===== src/logic/psor_pkg.sv =====
/*
  constants, register map and state types of the slot/offset serial receiver.
  assumes a 16-bit register space reached over the two-wire control port.
*/
package psor_pkg;
  localparam logic [15:0] REG_FULL_RST = 16'h0000;
  localparam logic [15:0] REG_SOFT_RST = 16'h0001;
  localparam logic [15:0] REG_ID       = 16'h0002;
  localparam logic [15:0] REG_OFFS_CTL = 16'h000C;
  localparam logic [15:0] REG_WLEN     = 16'h000D;
  localparam logic [15:0] REG_SLOT_CTL = 16'h000E;
  localparam logic [15:0] REG_LSLOT    = 16'h000F;
  localparam logic [15:0] REG_RSLOT    = 16'h0010;
  localparam logic [15:0] REG_DAC_CLK  = 16'h0020;
  localparam int OFFS_BIT = 14;
  localparam int WLEN_LSB = 2;
  localparam int SLOT_BIT = 10;
  localparam int DINV_BIT = 0;
  localparam int DDIV_LSB = 1;
  // arbitrary identification value
  localparam logic [15:0] ID_VALUE = 16'h5A5A;
  localparam logic [6:0]  BUS_ADDR = 7'h21;
  localparam logic [2:0]  CH_LAST_TDM  = 3'h7;
  localparam logic [2:0]  CH_LAST_PAIR = 3'h1;
  localparam logic [10:0] IDX_MAX = 11'h7FF;

  typedef enum logic [4:0] {
    BS_IDLE = 5'h01,
    BS_RX   = 5'h02,
    BS_ACK  = 5'h04,
    BS_TX   = 5'h08,
    BS_TACK = 5'h10
  } psor_bus_t;

  typedef struct packed {
    logic       offm;
    logic [2:0] wl;
    logic       slot_en;
    logic [9:0] lslot;
    logic [9:0] rslot;
    logic       dinv;
    logic [1:0] ddiv;
  } psor_cfg_t;
  localparam psor_cfg_t CFG_RST = '0;

  typedef struct packed {
    logic        fsp;
    logic [10:0] idx;
    logic        busy;
    logic        done;
    logic [2:0]  ch;
    logic [5:0]  cnt;
    logic [31:0] sh;
    logic [31:0] smp;
    logic [2:0]  sch;
    logic        vld;
  } psor_au_t;
  localparam psor_au_t AU_RST = '0;

  typedef struct packed {
    logic [2:0] scl;
    logic [2:0] sda;
    logic [2:0] bclk;
    logic [1:0] fs;
    logic [1:0] din;
    psor_bus_t  bs;
    logic [3:0] bitc;
    logic [7:0] sh;
    logic [2:0] bidx;
    logic       rw;
    logic       nack;
    logic       half;
    logic       oe;
    logic       soft_arm;
    logic [15:0] ptr;
    logic [7:0] dhi;
    psor_cfg_t  cfg;
    psor_au_t   au;
  } psor_st_t;
  localparam psor_st_t ST_RST = '{bs: BS_IDLE, cfg: CFG_RST, au: AU_RST, default: '0};

  function automatic logic [5:0] psor_wlen(input logic [2:0] c);
    case (c)
      3'h0: return 6'h10;
      3'h1: return 6'h14;
      3'h2: return 6'h18;
      3'h3: return 6'h20;
      default: return 6'h08;
    endcase
  endfunction
endpackage


===== src/logic/psor_top.sv =====
/*
  slot/offset serial audio receiver with two-wire register port.
  assumes bit clock, frame sync and data come from an external master;
  all pins are asynchronous to core_clk_i and are synchronised here.
*/
`timescale 1ns/1ns
module psor_top
  import psor_pkg::*;
(
  input  wire logic        core_clk_i,
  input  wire logic        rst_n_i,
  input  wire logic        scl_i,
  input  wire logic        sda_i,
  output wire logic        sda_o,
  output wire logic        sda_oe_o,
  input  wire logic        bclk_i,
  input  wire logic        frame_sync_i,
  input  wire logic        sdin_i,
  output wire logic [31:0] sample_o,
  output wire logic [2:0]  sample_ch_o,
  output wire logic        sample_vld_o,
  output wire logic        dac_clk_inv_o,
  output wire logic [1:0]  dac_clk_div_o
);

  logic [1:0]  rst_sync_r;
  logic        rst_q_n;
  psor_st_t    q;
  psor_st_t    n;
  logic        sr;
  logic        sf;
  logic        b_start;
  logic        b_stop;
  logic        wr_go;
  logic        full_go;
  logic        soft_go;
  logic [15:0] wdat;
  logic [15:0] rdv;
  logic [7:0]  tb;
  logic        rise;
  logic        fstart;
  logic        slot_m;
  logic        dly;
  logic [10:0] idx;
  logic [10:0] tgt;
  logic        bsy;
  logic        dn;
  logic [2:0]  chv;
  logic [5:0]  cntv;
  logic [5:0]  wlb;
  logic        srt;
  logic        cap;
  logic        last;

  function automatic logic [15:0] rd_reg(input psor_st_t s, input logic [15:0] a);
    logic [15:0] v;
    v = 16'h0000;
    if (a == REG_ID)
      v = ID_VALUE;
    else if (a == REG_OFFS_CTL)
      v[OFFS_BIT] = s.cfg.offm;
    else if (a == REG_WLEN)
      v[WLEN_LSB+:3] = s.cfg.wl;
    else if (a == REG_SLOT_CTL)
      v[SLOT_BIT] = s.cfg.slot_en;
    else if (a == REG_LSLOT)
      v[9:0] = s.cfg.lslot;
    else if (a == REG_RSLOT)
      v[9:0] = s.cfg.rslot;
    else if (a == REG_DAC_CLK)
    begin
      v[DINV_BIT] = s.cfg.dinv;
      v[DDIV_LSB+:2] = s.cfg.ddiv;
    end
    return v;
  endfunction

  always_ff @(posedge core_clk_i or negedge rst_n_i)
  begin
    if (!rst_n_i)
      rst_sync_r <= 2'h0;
    else
      rst_sync_r <= {rst_sync_r[0], 1'b1};
  end
  assign rst_q_n = rst_sync_r[1];

  always_comb
  begin
    n = q;
    n.scl = {q.scl[1:0], scl_i};
    n.sda = {q.sda[1:0], sda_i};
    n.bclk = {q.bclk[1:0], bclk_i};
    n.fs = {q.fs[0], frame_sync_i};
    n.din = {q.din[0], sdin_i};
    n.au.vld = 1'b0;
    wr_go = 1'b0;
    full_go = 1'b0;
    soft_go = 1'b0;
    wdat = {q.dhi, q.sh};
    rdv = rd_reg(q, q.ptr);
    tb = q.half ? rdv[7:0] : rdv[15:8];
    sr = q.scl[1] & ~q.scl[2];
    sf = ~q.scl[1] & q.scl[2];
    b_start = q.scl[1] & q.scl[2] & q.sda[2] & ~q.sda[1];
    b_stop = q.scl[1] & q.scl[2] & ~q.sda[2] & q.sda[1];
    // control port: address, pointer, data bytes
    if (b_start)
    begin
      n.bs = BS_RX;
      n.bitc = 4'h0;
      n.bidx = 3'h0;
      n.oe = 1'b0;
    end
    else if (b_stop)
    begin
      n.bs = BS_IDLE;
      n.oe = 1'b0;
    end
    else
    begin
      case (q.bs)
        BS_IDLE: n.oe = 1'b0;
        BS_RX:
          if (sr)
          begin
            n.sh = {q.sh[6:0], q.sda[1]};
            n.bitc = q.bitc + 4'h1;
          end
          else if (sf && q.bitc == 4'h8)
          begin
            n.bs = BS_ACK;
            n.oe = 1'b1;
            n.bitc = 4'h0;
            if (q.bidx == 3'h0)
            begin
              n.rw = q.sh[0];
              n.half = 1'b0;
              n.bidx = 3'h1;
              if (q.sh[7:1] != BUS_ADDR)
              begin
                n.bs = BS_IDLE;
                n.oe = 1'b0;
              end
            end
            else if (q.bidx == 3'h1)
            begin
              n.ptr[15:8] = q.sh;
              n.bidx = 3'h2;
            end
            else if (q.bidx == 3'h2)
            begin
              n.ptr[7:0] = q.sh;
              n.bidx = 3'h3;
            end
            else if (q.bidx == 3'h3)
            begin
              n.dhi = q.sh;
              n.bidx = 3'h4;
            end
            else
            begin
              wr_go = 1'b1;
              n.bidx = 3'h3;
              n.ptr = q.ptr + 16'h0001;
            end
          end
        BS_ACK:
          if (sf)
          begin
            n.oe = 1'b0;
            n.bs = BS_RX;
            if (q.rw)
            begin
              n.bs = BS_TX;
              n.sh = tb;
              n.oe = ~tb[7];
              n.half = 1'b1;
            end
          end
        BS_TX:
          if (sf)
          begin
            if (q.bitc == 4'h7)
            begin
              n.bs = BS_TACK;
              n.oe = 1'b0;
            end
            else
            begin
              n.sh = {q.sh[6:0], 1'b0};
              n.oe = ~q.sh[6];
              n.bitc = q.bitc + 4'h1;
            end
          end
        BS_TACK:
          if (sr)
            n.nack = q.sda[1];
          else if (sf)
          begin
            n.bs = BS_IDLE;
            if (!q.nack)
            begin
              n.bs = BS_TX;
              n.bitc = 4'h0;
              n.sh = tb;
              n.oe = ~tb[7];
              n.half = ~q.half;
              if (q.half)
                n.ptr = q.ptr + 16'h0001;
            end
          end
        default: n.bs = BS_IDLE;
      endcase
    end
    // register writes
    if (wr_go)
    begin
      n.soft_arm = 1'b0;
      if (q.ptr == REG_FULL_RST)
        full_go = 1'b1;
      else if (q.ptr == REG_SOFT_RST)
      begin
        soft_go = q.soft_arm;
        n.soft_arm = ~q.soft_arm;
      end
      else if (q.ptr == REG_OFFS_CTL)
        n.cfg.offm = wdat[OFFS_BIT];
      else if (q.ptr == REG_WLEN)
        n.cfg.wl = wdat[WLEN_LSB+:3];
      else if (q.ptr == REG_SLOT_CTL)
        n.cfg.slot_en = wdat[SLOT_BIT];
      else if (q.ptr == REG_LSLOT)
        n.cfg.lslot = wdat[9:0];
      else if (q.ptr == REG_RSLOT)
        n.cfg.rslot = wdat[9:0];
      else if (q.ptr == REG_DAC_CLK)
      begin
        n.cfg.dinv = wdat[DINV_BIT];
        n.cfg.ddiv = wdat[DDIV_LSB+:2];
      end
    end
    // serial receive path, slave to external clocks
    rise = q.bclk[1] & ~q.bclk[2];
    fstart = rise & q.fs[1] & ~q.au.fsp;
    slot_m = q.cfg.slot_en & ~q.cfg.offm;
    dly = slot_m | q.cfg.offm;
    idx = fstart ? 11'h000 : ((q.au.idx == IDX_MAX) ? q.au.idx : q.au.idx + 11'h001);
    bsy = fstart ? 1'b0 : q.au.busy;
    dn = fstart ? 1'b0 : q.au.done;
    chv = fstart ? 3'h0 : q.au.ch;
    cntv = fstart ? 6'h00 : q.au.cnt;
    wlb = psor_wlen(q.cfg.wl);
    tgt = !dly ? 11'h000 : ((chv == 3'h0) ? {1'b0, q.cfg.lslot} : {1'b0, q.cfg.rslot});
    srt = rise & ~bsy & ~dn & (idx == tgt);
    cap = rise & (bsy | srt);
    last = (chv == (q.cfg.offm ? CH_LAST_TDM : CH_LAST_PAIR));
    if (rise)
    begin
      n.au.fsp = q.fs[1];
      n.au.idx = idx;
      n.au.busy = bsy;
      n.au.done = dn;
      n.au.ch = chv;
      n.au.cnt = cntv;
      if (fstart)
        n.au.sh = 32'h00000000;
    end
    if (cap)
    begin
      n.au.busy = 1'b1;
      n.au.sh = {(fstart ? 31'h00000000 : q.au.sh[30:0]), q.din[1]};
      n.au.cnt = cntv + 6'h01;
      if (cntv == wlb - 6'h01)
      begin
        n.au.smp = n.au.sh;
        n.au.sh = 32'h00000000;
        n.au.sch = chv;
        n.au.vld = 1'b1;
        n.au.cnt = 6'h00;
        n.au.ch = chv + 3'h1;
        n.au.busy = ~last & ~slot_m;
        n.au.done = last;
      end
    end
    if (soft_go)
      n.au = AU_RST;
    if (full_go)
      n.cfg = CFG_RST;
  end

  always_ff @(posedge core_clk_i or negedge rst_q_n)
  begin
    if (!rst_q_n)
      q <= ST_RST;
    else
      q <= n;
  end

  assign sda_o         = 1'b0;
  assign sda_oe_o      = q.oe;
  assign sample_o      = q.au.smp;
  assign sample_ch_o   = q.au.sch;
  assign sample_vld_o  = q.au.vld;
  assign dac_clk_inv_o = q.cfg.dinv;
  assign dac_clk_div_o = q.cfg.ddiv;
endmodule


===== config.mk =====
export PLATFORM = sky130hd
export DESIGN_NAME = psor_top
export DESIGN_NICKNAME = d
export VERILOG_FILES = /design/src/logic/psor_pkg.sv /design/src/logic/psor_top.sv
export SDC_FILE = /design/constraint.sdc
export NUM_CORES = 1
export LEC_CHECK = 0
export ABC_AREA = 0
export BUFFER_PORTS_ARGS = -buffer_cell sky130_fd_sc_hd__buf_2
export CORE_MARGIN = 4
export CORE_UTILIZATION = 35
export CTS_CLUSTER_SIZE = 30
export DETAILED_ROUTE_END_ITERATION = 8
export GPL_ROUTABILITY_DRIVEN = 0
export GPL_TIMING_DRIVEN = 0
export PLACE_DENSITY = 0.48
export SLEW_MARGIN = 20
export SYNTH_ARGS = -nofsm -noshare
export SYNTH_HDL_FRONTEND = slang
export SYNTH_SLANG_ARGS = --single-unit
export TNS_END_PERCENT = 20

===== constraint.sdc =====
create_clock -name core_clk_i -period 7.55 [get_ports core_clk_i]
set_input_delay 1.1325 -clock core_clk_i [delete_from_list [all_inputs] [get_ports core_clk_i]]
set_output_delay 1.1325 -clock core_clk_i [all_outputs]
set_load 0.05 [all_outputs]

==> metrics.cfg <==
[timing]
setup_tns_ns=0
maxSlewViolCount=0
hold_viol_final=0
period_needed_ns=5.00
rsz0062_at_grt=false
min_period_over_period=0.663
slew_headroom=0.405
worstMarginPinSlew_ns=0.890
setup_viol=0
fin_skew_ns=0.0177
fmax_mhz=200

[setup_path]
worstSetupStartpointType=flip-flop
r2r_slack_ns=2.55
slowest_stage=or4_4
path_cells=nand4bb_1, buf_2, buf_1, clkbuf_1, nand2_1, ha_1, a21boi_4, mux2i_1, o21a_1, a2111o_1, or4_4, o31ai_4, buf_4, mux2i_1, nor2_1
setup.worst_path.class=reg -> reg
timing.rr.start=q[90]
crit_family=buffers and inverters
worst-path-buf-inv=4
cp.arrival_ns=5.30
critPathCaptureType=flip-flop
critPathMaxStageDelay_ns=0.56
required_ns=7.84
reg2reg_to=q[75]
cpMostUsedCell=mux2i_1
worstPathMaxFanout=10
r2r_cells=15

[global_routing]
antenna_found_initial=1
overflow=0
grt_first_pass_wirelength_mm=42.4
grt_usage=0.172
grt_max_degree=43
grt_pass1_vias=7744

[cts]
clk_latency_ns=0.44
htree_levels=4
post-cts-setup-buffers=0
cts_sinks=178
clockRootBuffer=clkbuf_16
postCtsHoldBufs=0
cts_buffers=17
clockBufferDepth=2
tritoncts=done
cts-resized-gates=0
clk_pin_slew_ns=0.09

[finish]
fill_cells=2715
layout-drive-gt1-share=0.134
area_growth_pct=14.8
layout.nets=1168
num_antenna_cells=0

[floorplanning]
start_util=0.354
num_rows=60
io_pins=48
die_h_um=173
coreArea_um2=26900
die_width_um=173
die_area_um2=29900

[drt]
drt-total-wl_mm=25.7
ant_nets=0
drc_errors=0
vias=8084
wl_per_cell_um=17.1
via_per_inst=5.38
drt_iter0_markers=633
drt_first_pass_iters=5

[logic_synthesis]
yosys.area_share.simple=0.214
synth_nets=1098
synth_warnings=0
synth_cell_types=71
synth_top_family_by_area=simple AND/OR/NAND/NOR gates
synth_edf_count=0
ys_seq_elements=178
synth_flop_cell=dfrtp_1
syn_area_per_cell_um2=8.82
synth_fa_ha_area_frac=0.0145
syn_inst=1080
syn-cell-area_um2=9520
synth_compound_area_frac=0.201
muxShareOfSynthArea=0.0277
async_flop_share=1.00
synth-xor-area-share=0.0101
synth_seq_area_share=0.468

[min_path]
hold_class=reg -> async

[pwr]
peakVddDrop_mv=0.123
seqPwrFrac=0.466
power_frac_clock=0.390
p_total_mw=2.41
p_int_mw=1.61
p_leak_nw=4.98
p_per_area_nw_per_um2=221
p_sw_mw=0.807
sw_frac_of_total=0.334
combPwrFrac=0.144

[place]
hpwl_mm=18.5
io_buffers=46

[run]
cap_viol_max_count=0

[status]
outcome=finished, final reports clean

## state kept, by name (all words and copies together) (netlist names)
| register | cells |
|---|---|
| q | 128 |
| sda_oe_o | 1 |
| dac_clk_inv_o | 1 |
| sample_vld_o | 1 |
| dac_clk_div_o | 2 |
| n | 8 |
| rst_sync_r | 2 |
| sample_ch_o | 3 |
| sample_o | 32 |
## layout by cell type (no fill, tap or decap), types with 4 or more instances in the layout
master,count
nand2_1,160
mux2_2,9
nor2b_1,7
a22o_1,40
o31ai_1,8
nand3b_1,6
inv_1,17
mux2i_1,14
nand2b_1,11
o21ai_0,112
a21o_1,4
a22oi_1,13
ha_1,11
a31oi_1,6
buf_2,55
o211ai_1,12
or3_1,9
buf_4,42
clkbuf_1,47
and3_1,12
nand3_1,79
nor3_1,28
clkbuf_16,17
xor2_1,4
nand4_1,8
a21oi_1,67
nor2_1,84
and2_1,7
dfrtp_1,176
nor3b_1,4
clkinv_8,9
xnor2_1,7
## Yosys cell counts (3+ instances only)
library cell    n  area, µm²
xnor2_1         7       61.3
and3_1         12       75.1
nand3_1        79        395
inv_1          17       63.8
and3b_1         3       26.3
nor3b_1         4       30.0
nand2b_1       11       68.8
nor2_1         84        315
a22o_1         40        350
xor2_1          4       35.0
or2_2           3       18.8
a21o_1          4       30.0
buf_2           8       40.0
a221oi_1        3       26.3
mux2i_1        14        140
clkbuf_1       47        176
o21ai_0       112        561
o21a_1          3       22.5
o22ai_1         3       18.8
nand3b_1        6       45.0
o211ai_1       12       90.1
and2_1          7       43.8
o31ai_1         8       60.1
a31oi_1         6       37.5
nor4_1          3       18.8
a222oi_1        3       30.0
buf_1           3       11.3
nand4_1         8       50.1
ha_1           11        138
or3_1           9       56.3
a22oi_1        13       97.6
mux2_2          9        101
nand2_1       160        601
nor2b_1         7       43.8
dfrtp_1       177       4430
a21oi_1        67        335
nor3_1         28        140
buf_4          42        315
## power by group through the flow
stage          combinational [mW]  sequential (mW)  clock, mW
2_1_floorplan               0.251             1.10          0
3_3_place_gp                0.321             1.16          0
3_5_place_dp                0.347             1.14          0
4_1_cts                     0.348             1.13      0.971
5_1_grt                     0.395             1.14       1.01
6_report                    0.347             1.12      0.941
## area by class of cell
class                      instances  area, µm²  share of cell area
clock inverter                    15        225              0.0206
timing repair buffer              51        323              0.0295
inverter                          17       63.8             0.00584
multi-input combinational        785       4470               0.408
buffer                           100        543              0.0497
sequential                       178       4460               0.408
clock buffer                      17        425              0.0389
tap                              341        427              0.0390
## cell families after synthesis
family | count (synthesis)
muxes | 24
and+or+nand+nor | 436
xor gates and xnor gates | 11
adders and majority gates | 11
AOI/OAI and AO/OA | 301
buffers and inverters | 117
other | 2
DFF | 178
## worst reg2reg max path: stages, from the launching register on
cell and delay, ns:
dfrtp_1 0.39, nand4bb_1 0.13, buf_2 0.21, buf_1 0.45, clkbuf_1 0.42, nand2_1 0.19
ha_1 0.33, a21boi_4 0.22, mux2i_1 0.22, o21a_1 0.21, a2111o_1 0.37, or4_4 0.56
o31ai_4 0.56, buf_4 0.32, mux2i_1 0.20, nor2_1 0.06
## how the worst max path moves through the flow
stage	from	end	depth (start not counted)
final	q[90]	q[75]	15
after global routing	q[90]	sample_o[4]	14
after CTS	q[90]	sample_o[4]	14
after detailed placement	q[90]	sample_o[4]	14
after global placement	rst_sync_r[1]	q[82]	0
after floorplan	rst_sync_r[1]	dac_clk_div_o[0]	0
## per-layer routing
metal | wire length [µm] | GRT usage
met5 | 8 | 0
met4 | 343 | 0.0442
met3 | 870 | 0.0284
met2 | 12300 | 0.282
met1 | 12200 | 0.239
## metrics by stage
stage	hold WS, ns	setup WS [ns]	instances	cell area, µm²	util
global placement	0.334	-0.252	1467	10200	0.379
detailed placement	0.304	2.46	1472	10300	0.383
finish	0.276	2.55	1504	10900	0.407
global route	0.329	2.16	1504	10900	0.407
floorplan	0.331	2.22	1080	9520	-
CTS	0.304	2.46	1504	10900	0.407
No activity file was read; power rests on OpenSTA's default activity.
